===== src/byte_cpu_regs.svh =====
`ifndef BYTE_CPU_REGS_SVH
`define BYTE_CPU_REGS_SVH
`define ST_WAIT 3'h0
`define ST_T3 3'h1
`define ST_T1 3'h2
`define ST_STOP 3'h3
`define ST_T2 3'h4
`define ST_T4 3'h7
`define CYC_CODE_FETCH 2'h0
`define CYC_CODE_IO 2'h1
`define CYC_CODE_READ 2'h2
`define CYC_CODE_WRITE 2'h3
`define REG_A 3'h0
`define REG_H 3'h5
`define REG_L 3'h6
`define SEL_MEM 3'h7
`define OP_ADD 3'h0
`define OP_ADC 3'h1
`define OP_SUB 3'h2
`define OP_SBB 3'h3
`define OP_AND 3'h4
`define OP_XOR 3'h5
`define OP_OR 3'h6
`define OP_CMP 3'h7
`define CC_CARRY 2'h0
`define CC_ZERO 2'h1
`define CC_SIGN 2'h2
`define CC_PARITY 2'h3
`define OPC_HALT_ALT 8'hFF
`define OPC_STORE_IMM 8'h3E
`define RESET_PC 14'h0000
`define RESET_SLOT 3'h0
`define STACK_DEPTH 7
`endif


===== src/byte_cpu_pkg.sv =====
package byte_cpu_pkg;
  typedef logic [13:0] addr_t;
  typedef logic [2:0] slot_t;
  typedef enum logic [2:0] {PH_T1, PH_T2, PH_T3, PH_T4, PH_STOP} phase_t;
  typedef enum logic [1:0] {CYC_FETCH, CYC_READ, CYC_WRITE, CYC_IO} cycle_t;
  typedef struct packed {
    phase_t phase;
    cycle_t cyc;
    logic [1:0] step;
    logic use_hl;
    addr_t pc;
    logic [7:0] ir;
    logic [7:0] b2;
    logic [7:0] b3;
    logic [6:0][7:0] regs;
    logic cf;
    logic zf;
    logic sf;
    logic pf;
    slot_t sp;
    logic [7:0] data_out;
    logic data_oe;
    logic [2:0] state_code;
  } core_state_t;
endpackage : byte_cpu_pkg


===== src/stack_if.sv =====
`timescale 1ns/100ps
interface stack_if;
  import byte_cpu_pkg::*;
  logic wr_en;
  slot_t wr_addr;
  addr_t wr_data;
  slot_t rd_addr;
  addr_t rd_data;
  modport core (output wr_en, output wr_addr, output wr_data, output rd_addr,
    input rd_data);
  modport mem (input wr_en, input wr_addr, input wr_data, input rd_addr,
    output rd_data);
endinterface : stack_if


===== src/return_stack_mem.sv =====
`timescale 1ns/100ps
`include "byte_cpu_regs.svh"
module return_stack_mem
  import byte_cpu_pkg::*;
#(
  parameter int DEPTH = `STACK_DEPTH
) (
  input wire logic clock_in,
  input wire logic rst_b_in,
  stack_if.mem port
);
  addr_t mem_reg [DEPTH];
  addr_t rd_reg;

  // Saved return addresses
  always_ff @(posedge clock_in) begin
    if (port.wr_en) begin
      mem_reg[port.wr_addr] <= port.wr_data;
    end
  end

  // Registered read of the top entry
  always_ff @(posedge clock_in or negedge rst_b_in) begin
    if (!rst_b_in) begin
      rd_reg <= `RESET_PC;
    end else if (port.wr_en && port.wr_addr == port.rd_addr) begin
      rd_reg <= port.wr_data;
    end else begin
      rd_reg <= mem_reg[port.rd_addr];
    end
  end

  assign port.rd_data = rd_reg;
endmodule : return_stack_mem


===== src/byte_cpu_core.sv =====
`timescale 1ns/100ps
`include "byte_cpu_regs.svh"
module byte_cpu_core
  import byte_cpu_pkg::*;
#(
  parameter int STACK_DEPTH = `STACK_DEPTH
) (
  input wire logic clock_in,
  input wire logic rst_b_in,
  input wire logic [7:0] data_in,
  input wire logic ready_in,
  input wire logic resume_in,
  output logic [7:0] data_out,
  output logic data_oe_out,
  output logic [2:0] state_code_out
);
  core_state_t r_reg;
  core_state_t r_next;
  stack_if stk ();

  return_stack_mem #(
    .DEPTH(STACK_DEPTH)
  ) u_stack (
    .clock_in(clock_in),
    .rst_b_in(rst_b_in),
    .port(stk.mem)
  );

  // Register read; memory code gives zero
  function automatic logic [7:0] reg_get(input core_state_t s, input logic [2:0] code);
    reg_get = (code == `SEL_MEM) ? 8'h00 : s.regs[code];
  endfunction : reg_get

  // Carry out and result of the ALU
  function automatic logic [8:0] alu(input logic [2:0] op, input logic [7:0] a,
      input logic [7:0] b, input logic c);
    logic [8:0] sum;
    sum = 9'h000;
    case (op)
      `OP_ADD: sum = {1'b0, a} + {1'b0, b};
      `OP_ADC: sum = {1'b0, a} + {1'b0, b} + {8'h00, c};
      `OP_SUB: sum = {1'b0, a} - {1'b0, b};
      `OP_SBB: sum = {1'b0, a} - {1'b0, b} - {8'h00, c};
      `OP_AND: sum = {1'b0, a & b};
      `OP_XOR: sum = {1'b0, a ^ b};
      `OP_OR: sum = {1'b0, a | b};
      default: sum = {1'b0, a} - {1'b0, b};
    endcase
    alu = sum;
  endfunction : alu

  function automatic slot_t slot_step(input slot_t s, input logic up);
    if (up) begin
      slot_step = (s == slot_t'(STACK_DEPTH - 1)) ? `RESET_SLOT : s + 3'h1;
    end else begin
      slot_step = (s == `RESET_SLOT) ? slot_t'(STACK_DEPTH - 1) : s - 3'h1;
    end
  endfunction : slot_step

  always_comb begin
    logic [7:0] ir;
    logic [2:0] dst;
    logic [2:0] src;
    logic [7:0] opnd;
    logic [7:0] res;
    logic [8:0] alu_out;
    logic cond_hit;
    logic done;
    logic push;
    logic pop;
    addr_t hl;
    addr_t addr;
    addr_t target;
    r_next = r_reg;
    ir = r_reg.ir;
    dst = ir[5:3];
    src = ir[2:0];
    opnd = 8'h00;
    res = 8'h00;
    alu_out = 9'h000;
    done = 1'b0;
    push = 1'b0;
    pop = 1'b0;
    target = `RESET_PC;
    addr = `RESET_PC;
    cond_hit = 1'b0;
    hl = {r_reg.regs[`REG_H][5:0], r_reg.regs[`REG_L]};
    case (ir[4:3])
      `CC_CARRY: cond_hit = r_reg.cf;
      `CC_ZERO: cond_hit = r_reg.zf;
      `CC_SIGN: cond_hit = r_reg.sf;
      default: cond_hit = r_reg.pf;
    endcase
    cond_hit = (cond_hit == ir[5]);

    case (r_reg.phase)
      PH_T1: begin
        r_next.phase = PH_T2;
      end
      PH_T2: begin
        r_next.phase = PH_T3;
      end
      PH_T3: begin
        if (ready_in) begin
          r_next.phase = PH_T4;
          case (r_reg.cyc)
            CYC_FETCH: begin
              r_next.ir = data_in;
              r_next.pc = r_reg.pc + 14'h0001;
            end
            CYC_READ: begin
              if (r_reg.step == 2'h2) begin
                r_next.b3 = data_in;
              end else begin
                r_next.b2 = data_in;
              end
              if (!r_reg.use_hl) begin
                r_next.pc = r_reg.pc + 14'h0001;
              end
            end
            CYC_IO: begin
              if (ir[5:4] == 2'h0) begin
                r_next.regs[`REG_A] = data_in;
              end
            end
            default: begin
            end
          endcase
        end
      end
      PH_T4: begin
        if (r_reg.cyc == CYC_WRITE || r_reg.cyc == CYC_IO) begin
          done = 1'b1;
        end else if (r_reg.step == 2'h0) begin
          casez (ir)
            8'b0000000?, `OPC_HALT_ALT: begin
              r_next.phase = PH_STOP;
            end
            8'b11111???: begin
              r_next.cyc = CYC_WRITE;
              r_next.use_hl = 1'b1;
            end
            8'b11???111, 8'b10???111: begin
              r_next.cyc = CYC_READ;
              r_next.use_hl = 1'b1;
            end
            8'b11??????: begin
              r_next.regs[dst] = reg_get(r_reg, src);
              done = 1'b1;
            end
            8'b10??????: begin
              opnd = reg_get(r_reg, src);
              done = 1'b1;
            end
            8'b00???110, 8'b00???100: begin
              r_next.cyc = CYC_READ;
              r_next.use_hl = 1'b0;
            end
            8'b00???00?: begin
              if (dst != `SEL_MEM) begin
                res = ir[0] ? reg_get(r_reg, dst) - 8'h01 : reg_get(r_reg, dst) + 8'h01;
                r_next.regs[dst] = res;
                r_next.zf = (res == 8'h00);
                r_next.sf = res[7];
                r_next.pf = ~^res;
              end
              done = 1'b1;
            end
            8'b00???010: begin
              res = reg_get(r_reg, `REG_A);
              case (dst)
                3'h0: begin
                  r_next.regs[`REG_A] = {res[6:0], res[7]};
                  r_next.cf = res[7];
                end
                3'h1: begin
                  r_next.regs[`REG_A] = {res[0], res[7:1]};
                  r_next.cf = res[0];
                end
                3'h2: begin
                  r_next.regs[`REG_A] = {res[6:0], r_reg.cf};
                  r_next.cf = res[7];
                end
                3'h3: begin
                  r_next.regs[`REG_A] = {r_reg.cf, res[7:1]};
                  r_next.cf = res[0];
                end
                default: begin
                end
              endcase
              done = 1'b1;
            end
            8'b00???111: begin
              pop = 1'b1;
              done = 1'b1;
            end
            8'b00???011: begin
              pop = cond_hit;
              done = 1'b1;
            end
            8'b00???101: begin
              push = 1'b1;
              target = {8'h00, dst, 3'h0};
              done = 1'b1;
            end
            8'b01?????1: begin
              r_next.cyc = CYC_IO;
            end
            default: begin
              r_next.cyc = CYC_READ;
              r_next.use_hl = 1'b0;
            end
          endcase
          r_next.step = 2'h1;
        end else if (r_reg.step == 2'h1) begin
          casez (ir)
            8'b11??????: begin
              r_next.regs[dst] = r_reg.b2;
              done = 1'b1;
            end
            8'b10??????, 8'b00???100: begin
              opnd = r_reg.b2;
              done = 1'b1;
            end
            `OPC_STORE_IMM: begin
              r_next.cyc = CYC_WRITE;
              r_next.use_hl = 1'b1;
            end
            8'b00??????: begin
              r_next.regs[dst] = r_reg.b2;
              done = 1'b1;
            end
            default: begin
              r_next.cyc = CYC_READ;
              r_next.use_hl = 1'b0;
            end
          endcase
          r_next.step = 2'h2;
        end else begin
          target = {r_reg.b3[5:0], r_reg.b2};
          if (ir[2] || cond_hit) begin
            r_next.pc = target;
            push = ir[1];
          end
          done = 1'b1;
        end
        if ((ir[7:6] == 2'h2 || ir ==? 8'b00???100) && done) begin
          alu_out = alu(ir[5:3], reg_get(r_reg, `REG_A), opnd, r_reg.cf);
          res = alu_out[7:0];
          if (ir[5:3] != `OP_CMP) begin
            r_next.regs[`REG_A] = res;
          end
          r_next.cf = alu_out[8];
          r_next.zf = (res == 8'h00);
          r_next.sf = res[7];
          r_next.pf = ~^res;
        end
        if (push) begin
          r_next.sp = slot_step(r_reg.sp, 1'b1);
          r_next.pc = target;
        end
        if (pop) begin
          r_next.pc = stk.rd_data;
          r_next.sp = slot_step(r_reg.sp, 1'b0);
        end
        if (done) begin
          r_next.phase = PH_T1;
          r_next.cyc = CYC_FETCH;
          r_next.step = 2'h0;
        end
        if (r_next.phase != PH_STOP && !done) begin
          r_next.phase = PH_T1;
        end
      end
      default: begin
        if (resume_in) begin
          r_next.phase = PH_T1;
          r_next.cyc = CYC_FETCH;
          r_next.step = 2'h0;
        end
      end
    endcase

    // Bus drive for the state being entered
    hl = {r_next.regs[`REG_H][5:0], r_next.regs[`REG_L]};
    addr = r_next.use_hl ? hl : r_next.pc;
    if (r_next.cyc == CYC_FETCH) begin
      addr = r_next.pc;
    end
    r_next.data_oe = 1'b0;
    r_next.data_out = 8'h00;
    case (r_next.phase)
      PH_T1: begin
        r_next.state_code = `ST_T1;
        r_next.data_oe = 1'b1;
        r_next.data_out = (r_next.cyc == CYC_IO) ? r_next.regs[`REG_A] : addr[7:0];
      end
      PH_T2: begin
        r_next.state_code = `ST_T2;
        r_next.data_oe = 1'b1;
        case (r_next.cyc)
          CYC_FETCH: r_next.data_out = {`CYC_CODE_FETCH, addr[13:8]};
          CYC_READ: r_next.data_out = {`CYC_CODE_READ, addr[13:8]};
          CYC_WRITE: r_next.data_out = {`CYC_CODE_WRITE, addr[13:8]};
          default: r_next.data_out = r_next.ir;
        endcase
      end
      PH_T3: begin
        r_next.state_code = (r_reg.phase == PH_T3) ? `ST_WAIT : `ST_T3;
        if (r_next.cyc == CYC_WRITE) begin
          r_next.data_oe = 1'b1;
          r_next.data_out = (r_next.ir == `OPC_STORE_IMM) ? r_next.b2 :
            reg_get(r_next, r_next.ir[2:0]);
        end
      end
      PH_T4: begin
        r_next.state_code = `ST_T4;
        if (r_next.cyc == CYC_IO) begin
          r_next.data_oe = 1'b1;
          r_next.data_out = {4'h0, r_next.cf, r_next.pf, r_next.zf, r_next.sf};
        end
      end
      default: begin
        r_next.state_code = `ST_STOP;
      end
    endcase

    stk.wr_en = push;
    stk.wr_addr = r_reg.sp;
    stk.wr_data = r_reg.pc;
    stk.rd_addr = slot_step(r_reg.sp, 1'b0);
  end

  always_ff @(posedge clock_in or negedge rst_b_in) begin
    if (!rst_b_in) begin
      // Start up stopped, as after a halt
      r_reg <= '0;
      r_reg.phase <= PH_STOP;
      r_reg.state_code <= `ST_STOP;
    end else begin
      r_reg <= r_next;
    end
  end

  assign data_out = r_reg.data_out;
  assign data_oe_out = r_reg.data_oe;
  assign state_code_out = r_reg.state_code;
endmodule : byte_cpu_core


===== config.mk =====
export PLATFORM = sky130hd
export DESIGN_NAME = byte_cpu_core
export DESIGN_NICKNAME = d
export VERILOG_FILES = /design/src/byte_cpu_pkg.sv /design/src/stack_if.sv /design/src/return_stack_mem.sv /design/src/byte_cpu_core.sv
export VERILOG_INCLUDE_DIRS = /design/src
export SDC_FILE = /design/constraint.sdc
export NUM_CORES = 1
export LEC_CHECK = 0
export ABC_AREA = 0
export BUFFER_PORTS_ARGS = -buffer_cell sky130_fd_sc_hd__buf_2
export CORE_ASPECT_RATIO = 1.25
export CORE_MARGIN = 3
export CORE_UTILIZATION = 50
export CTS_CLUSTER_DIAMETER = 60
export DETAILED_ROUTE_END_ITERATION = 6
export PLACE_DENSITY = 0.66
export SLEW_MARGIN = 5
export SYNTH_ARGS = -nofsm -noshare
export SYNTH_HDL_FRONTEND = slang
export SYNTH_SLANG_ARGS = --single-unit

===== constraint.sdc =====
create_clock -name clock_in -period 12.3 [get_ports clock_in]
set_clock_uncertainty 0.15 [all_clocks]
set_input_delay 2.46 -clock clock_in [delete_from_list [all_inputs] [get_ports clock_in]]
set_output_delay 2.46 -clock clock_in [all_outputs]
set_load 0.1 [all_outputs]

* Yosys cells after proc, flatten, opt, wreduce, memory -nomap -nowiden *
Memory sizes are Yosys's and may differ from the RTL's. A register that Yosys moved wholly into a read port is not among the register bits.
Index checks and enable logic that the tools add are counted.

operators by class
  $add $sub $neg = 9
  bitwise gates (word level) = 4
  $lt $le $gt $ge = 4
  eq/ne operators = 45
  muxes and demuxes = 150
  reduce and logical (&&, ||, !) cells = 37

operators with widths
  operator            count
  $mux 8              29
  $mux 56             4
  $mux 48             4
  $bwmux 56           3
  $mux 14             11
  $pmux 56 s2         1
  $pmux 48 s2         1
  $bmux 8 s3          3
  $pmux 9 s4          2
  $mux 60             1
  $pmux 14 s2         2
  $pmux 9 s6          1
  $pmux 8 s3          2
  $mux 3              13
  $mux 1              38
  $mux 38             1
  $mux 7              4
  $mux 9              3
  $demux 8 s3         1
  $mux 24             1
  $mux 6              4
  $pmux 3 s4          2
  $mux 22             1
  $eq 3x2->1 const B  7
  other kinds (53)    110

storage, ports and cells
  output and inout bits = 12
  word-level logic and storage cells = 273
  RAM bits = 98
  input port bits = 12
  register bits = 121
  memories kept = 1

memories
  memory           depth  width  read ports  clocked after memory_dff  wr ports  RTL line                text
  u_stack.mem_reg  7      14     1           1                         1         return_stack_mem.sv:12  addr_t mem_reg [DEPTH];

* Logic depth before layout (Yosys ltp) *
Gate-level depths: netlist (run 1).

  depth in word-level cells = 24
  mapped depth = 27
  gate-level depth less buffers = 25

* Cells and area by module *
From an unflattened synthesis (run 1), not the netlist that was laid out.

unflattened totals
  cells, all modules = 1939
  area, all modules = 17913.4 um2

modules (own cells, without submodules)
  module            seq. area each (um2)  area each (um2)  cells each  instances
  byte_cpu_core     2981.6                13312.8          1731        1
  return_stack_mem  3293.2                4600.7           208         1

* Least setup slack after synthesis (run 1) *
No wires, ideal clock.

  kind = register to register
  from = register r_reg[91] (netlist bit)
  to = register r_reg (netlist bit data_out[2])
  data required time = 12.026 ns
  setup slack = 6.437 ns
  library setup time = 0.124 ns
  cell stages (with the launch flop) = 25
  clock period less this slack = 5.863 ns
  arrival time = 5.589 ns
  path buffers = 3
  cells stage by stage = dfrtp_1 > buf_2 > buf_2 > buf_2 > mux2_2 > mux4_2 > a22oi_1 > or2_2 > inv_1 > fa_1 > nor3_1 > nor3_1 > xnor2_1 > nand4_1 > or2_2 > o21ai_0 > nand3_1 > o21ai_0 > ha_1 > xor2_1 > xnor2_1 > a22oi_1 > o22a_1 > a22o_1 > a211o_1

RTL lines
  item                    RTL line              text
  from (decl)             byte_cpu_core.sv:17   core_state_t r_reg;
  from (signal assigned)  byte_cpu_core.sv:341  r_reg <= r_next;

==> tab_implementation.tex, run 1 <==
\begin{tabular}{lr}
\hline
Metric & Value \\
\hline
\multicolumn{2}{l}{\textbf{Floorplan}} \\
\quad Count of boundary I/O pins & 24 \\
\quad Horizontal extent of the die & 171 um \\
\quad Initial core utilization & 50.8\% \\
\quad Height of the chip & 213 um \\
\quad Rows & 75 \\
\quad Area of the die & 36,400 um2 \\
\quad Area of the core & 33,600 um2 \\
\multicolumn{2}{l}{\textbf{Clock network}} \\
\quad H-Tree Level Count & 1 \\
\quad CTS Hold Bufs & 0 \\
\quad Clock slew at the register clock pins of the worst setup and hold paths & 0.06 ns \\
\quad Resize count post-CTS & 0 \\
\quad Clock Path Buffers & 3 \\
\quad CTS sink count & 231 \\
\quad Number of buffers created by CTS & 27 \\
\quad \# Post-CTS Setup Buffers & 0 \\
\quad CTS tree & built \\
\quad Clock root buffer & sky130\_fd\_sc\_hd\_\_clkbuf\_16 \\
\quad Clock latency on the worst-skew pair & 0.61 ns \\
\multicolumn{2}{l}{\textbf{Synth}} \\
\quad Number of synthesized flops with an enable pin & 98 \\
\quad Post-synthesis register bit count & 231 \\
\quad Top flip-flop cell by instance count after synthesis & sky130\_fd\_sc\_hd\_\_dfrtp\_1 \\
\quad Post-synth net total & 1,985 \\
\quad Count of different cell masters after synthesis & 103 \\
\quad Syn. warnings & 0 \\
\quad Post-synth ARST share & 57.6\% \\
\quad Average footprint of a synthesized cell & 8.90 um2 \\
\quad Portion of the post-synthesis area used by sequential elements & 36.8\% \\
\quad Mapped cell area & 17,100 um2 \\
\quad Syn Inst Count & 1,918 \\
\multicolumn{2}{l}{\textbf{Layout}} \\
\quad Leading cell type in the layout, fill and taps excluded & sky130\_fd\_sc\_hd\_\_nand2\_1 \\
\quad Fill cell instance count of the final layout & 3,081 \\
\quad Commonest cells after routing, fill and taps aside & sky130\_fd\_sc\_hd\_\_nand2\_1, sky130\_fd\_sc\_hd\_\_nor2\_1, sky130\_fd\_sc\_hd\_\_a21oi\_1 \\
\quad Net count reported at finish & 1,954 \\
\quad Flip-flop count of the largest register after layout & 98 \\
\quad Fraction of final layout cells with drive strength greater than 1 & 13.4\% \\
\quad Layout overhead on the synthesized area & 8.66\% \\
\multicolumn{2}{l}{\textbf{Timing}} \\
\quad Slew of the pin with the lowest slew margin & 1.54 ns \\
\quad Setup repair after global routing missed its margin & false \\
\quad Final number of max-transition violations & 3 \\
\quad Smallest setup slack after layout & 5.38 ns \\
\quad Achievable clock frequency & 0.144 GHz \\
\quad Final TNS setup & 0 ns \\
\quad Time the final worst path needs with I/O delays and setup & 6.92 ns \\
\quad Headroom to the max-slew limit & -3.57\% \\
\quad Setup violators final & 0 \\
\quad Final worst-path cycle share & 56.3\% \\
\quad Worst hold slack after final layout & 0.363 ns \\
\quad Final number of hold-violating endpoints & 0 \\
\multicolumn{2}{l}{\textbf{Detailed routing}} \\
\quad Post-DR wirelength/cell & 33.9 um \\
\quad WL final & 79.0 mm \\
\quad Detailed Route Iter0 Violations & 2,417 \\
\quad Number of nets with antenna violations after routing & 0 \\
\quad Routed via count & 17.2k \\
\quad Detailed Routing Iterations Pass 1 & 7 \\
\quad Detailed-route vias per instance & 7.39 \\
\quad DRC violation count after routing & 17 \\
\multicolumn{2}{l}{\textbf{Flow run}} \\
\quad Max Cap Violations & 2 \\
\multicolumn{2}{l}{\textbf{Worst setup path}} \\
\quad Top delay family on crit path & compound AO/OA/AOI/OAI gates \\
\quad Highest fanout seen on the critical path & 41 \\
\quad Req. time, crit path & 12.64 ns \\
\quad Delay of the slowest cell on the worst path & 1.17 ns \\
\quad Data arrival time of the critical path & 7.27 ns \\
\quad Cell breakdown of the critical path & buf\_4, and2b\_4, a21oi\_1, o21ai\_0, ha\_1, a21o\_1, a31oi\_1, o21ai\_0, o211ai\_1, nand2\_1, ha\_1, xnor2\_1, xnor2\_1, a22oi\_1, o22a\_1, a22o\_1, a211o\_1 \\
\quad Setup Crit Path Kind & register to register \\
\quad Element type at the critical path start & register \\
\quad Capturing element type of the critical path & register \\
\quad CP max stage cell & sky130\_fd\_sc\_hd\_\_o21ai\_0 \\
\quad WP buf/inv & 1 \\
\multicolumn{2}{l}{\textbf{Placed design}} \\
\quad Placement Setup Slack & 5.65 ns \\
\quad Detailed placer's ending HPWL & 57.7 mm \\
\quad Gpl congestion & 1.09 \\
\quad Number of input and output port buffers inserted & 23 \\
\multicolumn{2}{l}{\textbf{Global route}} \\
\quad Total track usage & 42.9\% \\
\quad Number of antenna violations at the first check in global routing & 5 \\
\quad Grt ovf & 0 \\
\quad Vias in the first global route & 16.3k \\
\quad First-pass GRT wire length & 114 mm \\
\quad Largest net degree at the start of global routing & 69 \\
\multicolumn{2}{l}{\textbf{Hold path}} \\
\quad Hold/Removal Path Class & register to register \\
\multicolumn{2}{l}{\textbf{Status}} \\
\quad Run status & finished with violations \\
\quad Violated checks & DRC, capacitance limit, slew limit \\
\hline
\end{tabular}
metal layers:
layer	GRT usage (%)	share of wire (%)
met5	0	0.018
met4	36.3	11
met3	11.0	10
met2	68.8	45
met1	47.5	33
stage by stage:
| step | std cells | area (um2) | util [%] |
|---|---|---|---|
| final | 2333 | 18500 | 55.2 |
| after global routing | 2331 | 18500 | 55.2 |
| after CTS | 2331 | 18500 | 55.2 |
| after detailed placement | 2281 | 17600 | 52.4 |
| after global placement | 2281 | 17600 | 52.4 |
| after floorplan | 1918 | 17100 | - |
logic make-up after synthesis:
group / count (synthesis) / synth area share, %
AO/OA/AOI/OAI: 674 / 26.9
AND/OR/NAND/NOR: 587 / 16.5
XOR/XNOR: 24 / 1.23
flip-flops: 231 / 36.8
multiplexers: 130 / 9.00
adder cells (fa/ha/maj): 55 / 4.16
buffers and inverters: 217 / 5.39
synthesized netlist by cell type (43+ instances only):
master                     count  area, um2
sky130_fd_sc_hd__a21oi_1     140        701
sky130_fd_sc_hd__clkbuf_1    100        375
sky130_fd_sc_hd__dfrtp_1     130       3250
sky130_fd_sc_hd__edfxtp_1     98       2940
sky130_fd_sc_hd__ha_1         52        651
sky130_fd_sc_hd__inv_1        63        236
sky130_fd_sc_hd__mux2_2       51        574
sky130_fd_sc_hd__mux2i_1      65        651
sky130_fd_sc_hd__nand2_1     178        668
sky130_fd_sc_hd__nand3_1      46        230
sky130_fd_sc_hd__nor2_1      147        552
sky130_fd_sc_hd__nor3_1       51        255
sky130_fd_sc_hd__o21ai_0     136        681
sky130_fd_sc_hd__o22ai_1      43        269
area by class of cell:
| cell class | count | area, um2 | share of cell area (%) |
|---|---|---|---|
| antenna | 2 | 5.00 | 0.0270 |
| clock buffer | 32 | 694 | 3.74 |
| clock inverter | 18 | 238 | 1.28 |
| inverter | 66 | 248 | 1.34 |
| multi-input combinational | 1470 | 9920 | 53.5 |
| sequential | 231 | 6280 | 33.9 |
| tap | 423 | 529 | 2.85 |
| timing repair buffer | 91 | 632 | 3.41 |
worst paths after layout:
path                       slack (ns)  cells past startpoint              to  startpoint
min in group asynchronous        1.70                      1  stk.wr_addr[2]    rst_b_in
max reg2reg                      5.38                     17     data_out[2]   r_reg[95]
min                              0.36                      1       r_reg[78]   r_reg[78]
max in group asynchronous        8.77                      2       r_reg[41]    rst_b_in
max                              5.38                     17     data_out[2]   r_reg[95]
min reg2reg                      0.36                      1       r_reg[78]   r_reg[78]
Power of run 1 is left out: the tool's default activity adds up to more than one toggle a clock period on the data nets, which glitch-free logic cannot reach.
==> run 2: changes to the inputs <==
PLACE_DENSITY = 0.68   (was 0.66)
clock period = 6.1 ns   (was 12.3 ns; I/O delays follow)
==> run 2 against run 1 <==
Net effect: the run now ends clean; worst setup slack worse by 5.3 ns; sequential share of layout area is 0.71 points lower; via count is 1.5% higher; first-iteration DRC count is 9.6% lower; flip-flop and latch count stayed put; register-to-register slack worse by 5.3 ns; non-clock buffer count is 60 higher; global-route usage is 0.60 points higher; worst hold slack better by 0.0037 ns; die area stayed put; clock-buffer cell count is 2 lower; core utilization is 1.2 points higher.
==> tab_implementation.tex, run 2 (synthesis results as in run 1) <==
\begin{tabular}{lr}
\hline
Metric & Value \\
\hline
\multicolumn{2}{l}{\textbf{Worst setup path}} \\
\quad CP max stage cell & sky130\_fd\_sc\_hd\_\_o21ai\_0 (unchanged) \\
\quad Req. time, crit path & 6.39 ns (was 12.64 ns) \\
\quad Start of the worst register-to-register path & r\_reg[95] (unchanged) \\
\quad Data arrival time of the critical path & 6.31 ns (was 7.27 ns) \\
\quad Capturing element type of the critical path & register (unchanged) \\
\quad Highest fanout seen on the critical path & 15 (was 41) \\
\quad Delay of the slowest cell on the worst path & 0.90 ns (was 1.17 ns) \\
\quad Element type at the critical path start & register (unchanged) \\
\quad Cell depth of the worst flop-to-flop path & 15 (was 17) \\
\quad Reg-to-reg critical path endpoint & data\_out[7] (was data\_out[2]) \\
\quad Minimum setup slack among reg-to-reg paths & 0.08 ns (was 5.38 ns) \\
\quad Setup Crit Path Kind & register to register (unchanged) \\
\quad Cell breakdown of the critical path & and2b\_4, a21oi\_1, o21ai\_0, ha\_1, and4\_1, and3\_1, and3\_1, a211o\_1, a31oi\_1, o21bai\_1, o221ai\_1, a211oi\_1, buf\_4, a21oi\_1, o21ai\_1 (was buf\_4, and2b\_4, a21oi\_1, o21ai\_0, ha\_1, a21o\_1, a31oi\_1, o21ai\_0, o211ai\_1, nand2\_1, ha\_1, xnor2\_1, xnor2\_1, a22oi\_1, o22a\_1, a22o\_1, a211o\_1) \\
\multicolumn{2}{l}{\textbf{Timing}} \\
\quad Headroom to the max-slew limit & 19.1\% (was -3.57\%) \\
\quad Smallest setup slack after layout & 0.0792 ns (was 5.38 ns) \\
\quad Final number of max-transition violations & 0 (was 3) \\
\quad Final number of hold-violating endpoints & 0 (unchanged) \\
\quad Final worst-path cycle share & 98.7\% (was 56.3\%) \\
\quad Achievable clock frequency & 0.166 GHz (was 0.144 GHz) \\
\quad Setup violators final & 0 (unchanged) \\
\quad Slew of the pin with the lowest slew margin & 1.20 ns (was 1.54 ns) \\
\quad Worst hold slack after final layout & 0.367 ns (was 0.363 ns) \\
\quad Time the final worst path needs with I/O delays and setup & 6.02 ns (was 6.92 ns) \\
\quad Final TNS setup & 0 ns (unchanged) \\
\multicolumn{2}{l}{\textbf{Global route}} \\
\quad Vias in the first global route & 17.0k (was 16.3k) \\
\quad Largest net degree at the start of global routing & 92 (was 69) \\
\quad Grt ovf & 0 (unchanged) \\
\quad First-pass GRT wire length & 115 mm (was 114 mm) \\
\quad Total track usage & 43.5\% (was 42.9\%) \\
\quad Number of antenna violations at the first check in global routing & 6 (was 5) \\
\multicolumn{2}{l}{\textbf{Status}} \\
\quad Run status & finished, final reports clean (was finished with violations) \\
\multicolumn{2}{l}{\textbf{Floorplan}} \\
\quad Count of boundary I/O pins & 24 (unchanged) \\
\quad Area of the core & 33,600 um2 (unchanged) \\
\quad Rows & 75 (unchanged) \\
\quad Horizontal extent of the die & 171 um (unchanged) \\
\quad Area of the die & 36,400 um2 (unchanged) \\
\quad Height of the chip & 213 um (unchanged) \\
\quad Initial core utilization & 50.8\% (unchanged) \\
\multicolumn{2}{l}{\textbf{Layout}} \\
\quad Net count reported at finish & 2,012 (was 1,954) \\
\quad Fill cell instance count of the final layout & 3,021 (was 3,081) \\
\quad Fraction of final layout cells with drive strength greater than 1 & 16.3\% (was 13.4\%) \\
\quad Layout overhead on the synthesized area & 11.0\% (was 8.66\%) \\
\quad Post-route cell area & 18,900 um2 (was 18,500 um2) \\
\quad Flip-flop count of the largest register after layout & 98 (unchanged) \\
\quad Commonest cells after routing, fill and taps aside & sky130\_fd\_sc\_hd\_\_nand2\_1, sky130\_fd\_sc\_hd\_\_nor2\_1, sky130\_fd\_sc\_hd\_\_a21oi\_1 (unchanged) \\
\quad Leading cell type in the layout, fill and taps excluded & sky130\_fd\_sc\_hd\_\_nand2\_1 (unchanged) \\
\multicolumn{2}{l}{\textbf{Placed design}} \\
\quad Number of input and output port buffers inserted & 23 (unchanged) \\
\quad Gpl congestion & 1.11 (was 1.09) \\
\quad Post-Place Cell Area & 18,100 um2 (was 17,600 um2) \\
\quad Placement Setup Slack & 0.132 ns (was 5.65 ns) \\
\quad Detailed placer's ending HPWL & 60.6 mm (was 57.7 mm) \\
\multicolumn{2}{l}{\textbf{Clock network}} \\
\quad Clock latency on the worst-skew pair & 0.57 ns (was 0.61 ns) \\
\quad Number of buffers created by CTS & 25 (was 27) \\
\quad H-Tree Level Count & 1 (unchanged) \\
\quad CTS tree & built (unchanged) \\
\quad Clock Path Buffers & 3 (unchanged) \\
\quad Clock root buffer & sky130\_fd\_sc\_hd\_\_clkbuf\_16 (unchanged) \\
\quad CTS sink count & 231 (unchanged) \\
\quad Clock slew at the register clock pins of the worst setup and hold paths & 0.07 ns (was 0.06 ns) \\
\multicolumn{2}{l}{\textbf{Flow run}} \\
\quad Max Cap Violations & 0 (was 2) \\
\multicolumn{2}{l}{\textbf{Detailed routing}} \\
\quad Detailed Routing Iterations Pass 1 & 6 (was 7) \\
\quad Number of nets with antenna violations after routing & 0 (unchanged) \\
\quad Detailed Route Iter0 Violations & 2,184 (was 2,417) \\
\quad DRC violation count after routing & 0 (was 17) \\
\quad Detailed-route vias per instance & 7.32 (was 7.39) \\
\quad Routed via count & 17.5k (was 17.2k) \\
\quad WL final & 80.7 mm (was 79.0 mm) \\
\quad Post-DR wirelength/cell & 33.8 um (was 33.9 um) \\
\multicolumn{2}{l}{\textbf{Hold path}} \\
\quad Hold path cells & 1 (unchanged) \\
\quad Destination of the worst hold path & r\_reg[80] (was r\_reg[78]) \\
\quad Start point of the worst min-delay path & r\_reg[80] (was r\_reg[78]) \\
\quad Hold/Removal Path Class & register to register (unchanged) \\
\hline
\end{tabular}
run 2: cell types whose count changed in the layout (fill, tap and decap cells not counted), sizes merged:
| cell | previous run | this run |
|---|---|---|
| buf | 91 | 151 |
| bufinv | 3 | 1 |
| clkinv | 9 | 7 |
| clkbuf | 32 | 30 |
| inv | 71 | 73 |
| diode | 2 | 4 |
run 2: repair_timing:
action,CTS,global route
gates resized for setup,0,9
setup endpoints to repair,0,2
buffers inserted,0,1
hold buffers,0,0
run 2: critical path, delay by kind of cell, from the launching register on:
kind	cells	cell delay, ns
AND/OR/NAND/NOR	4	1.00
flip-flops	1	0.82
buffers and inverters	1	0.18
adder cells (fa/ha/maj)	1	0.48
AO/OA/AOI/OAI	9	3.22
run 2: area by class of cell:
cell class / instances / area [um2] / share of cell area (%)
clock inverters: 16 / 169 / 0.892
clock buffers: 30 / 654 / 3.45
diodes: 4 / 10.0 / 0.0528
flip-flops and latches: 231 / 6280 / 33.1
multi-input cells: 1470 / 9960 / 52.6
inverters: 66 / 248 / 1.31
well taps: 423 / 529 / 2.79
repair buffers: 151 / 1090 / 5.78
run 2: how the worst max path moves through the flow:
stage | slack, ns | to | from
after floorplan | 0.24 | data_out[2] | r_reg[91]
after global placement | 0.19 | data_out[2] | r_reg[91]
after detailed placement | 0.13 | data_out[2] | r_reg[91]
after CTS | 0.1 | data_out[2] | r_reg[91]
after global routing | -0.02 | data_out[2] | r_reg[91]
final | 0.08 | data_out[7] | r_reg[95]
run 2: layer usage:
metal / wire [um] / GRT usage, %
met4: 9270 / 38.6
met3: 7770 / 10.2
met2: 36700 / 70.2
met5: 0 / 0
met1: 27000 / 47.6
run 2: per-stage QoR:
stage	std cells	util, %
after global placement	2340	53.7
final	2391	56.4
after floorplan	1918	-
after global routing	2387	56.4
after detailed placement	2340	53.7
after CTS	2386	56.2
Power of run 2 is left out for the same reason.
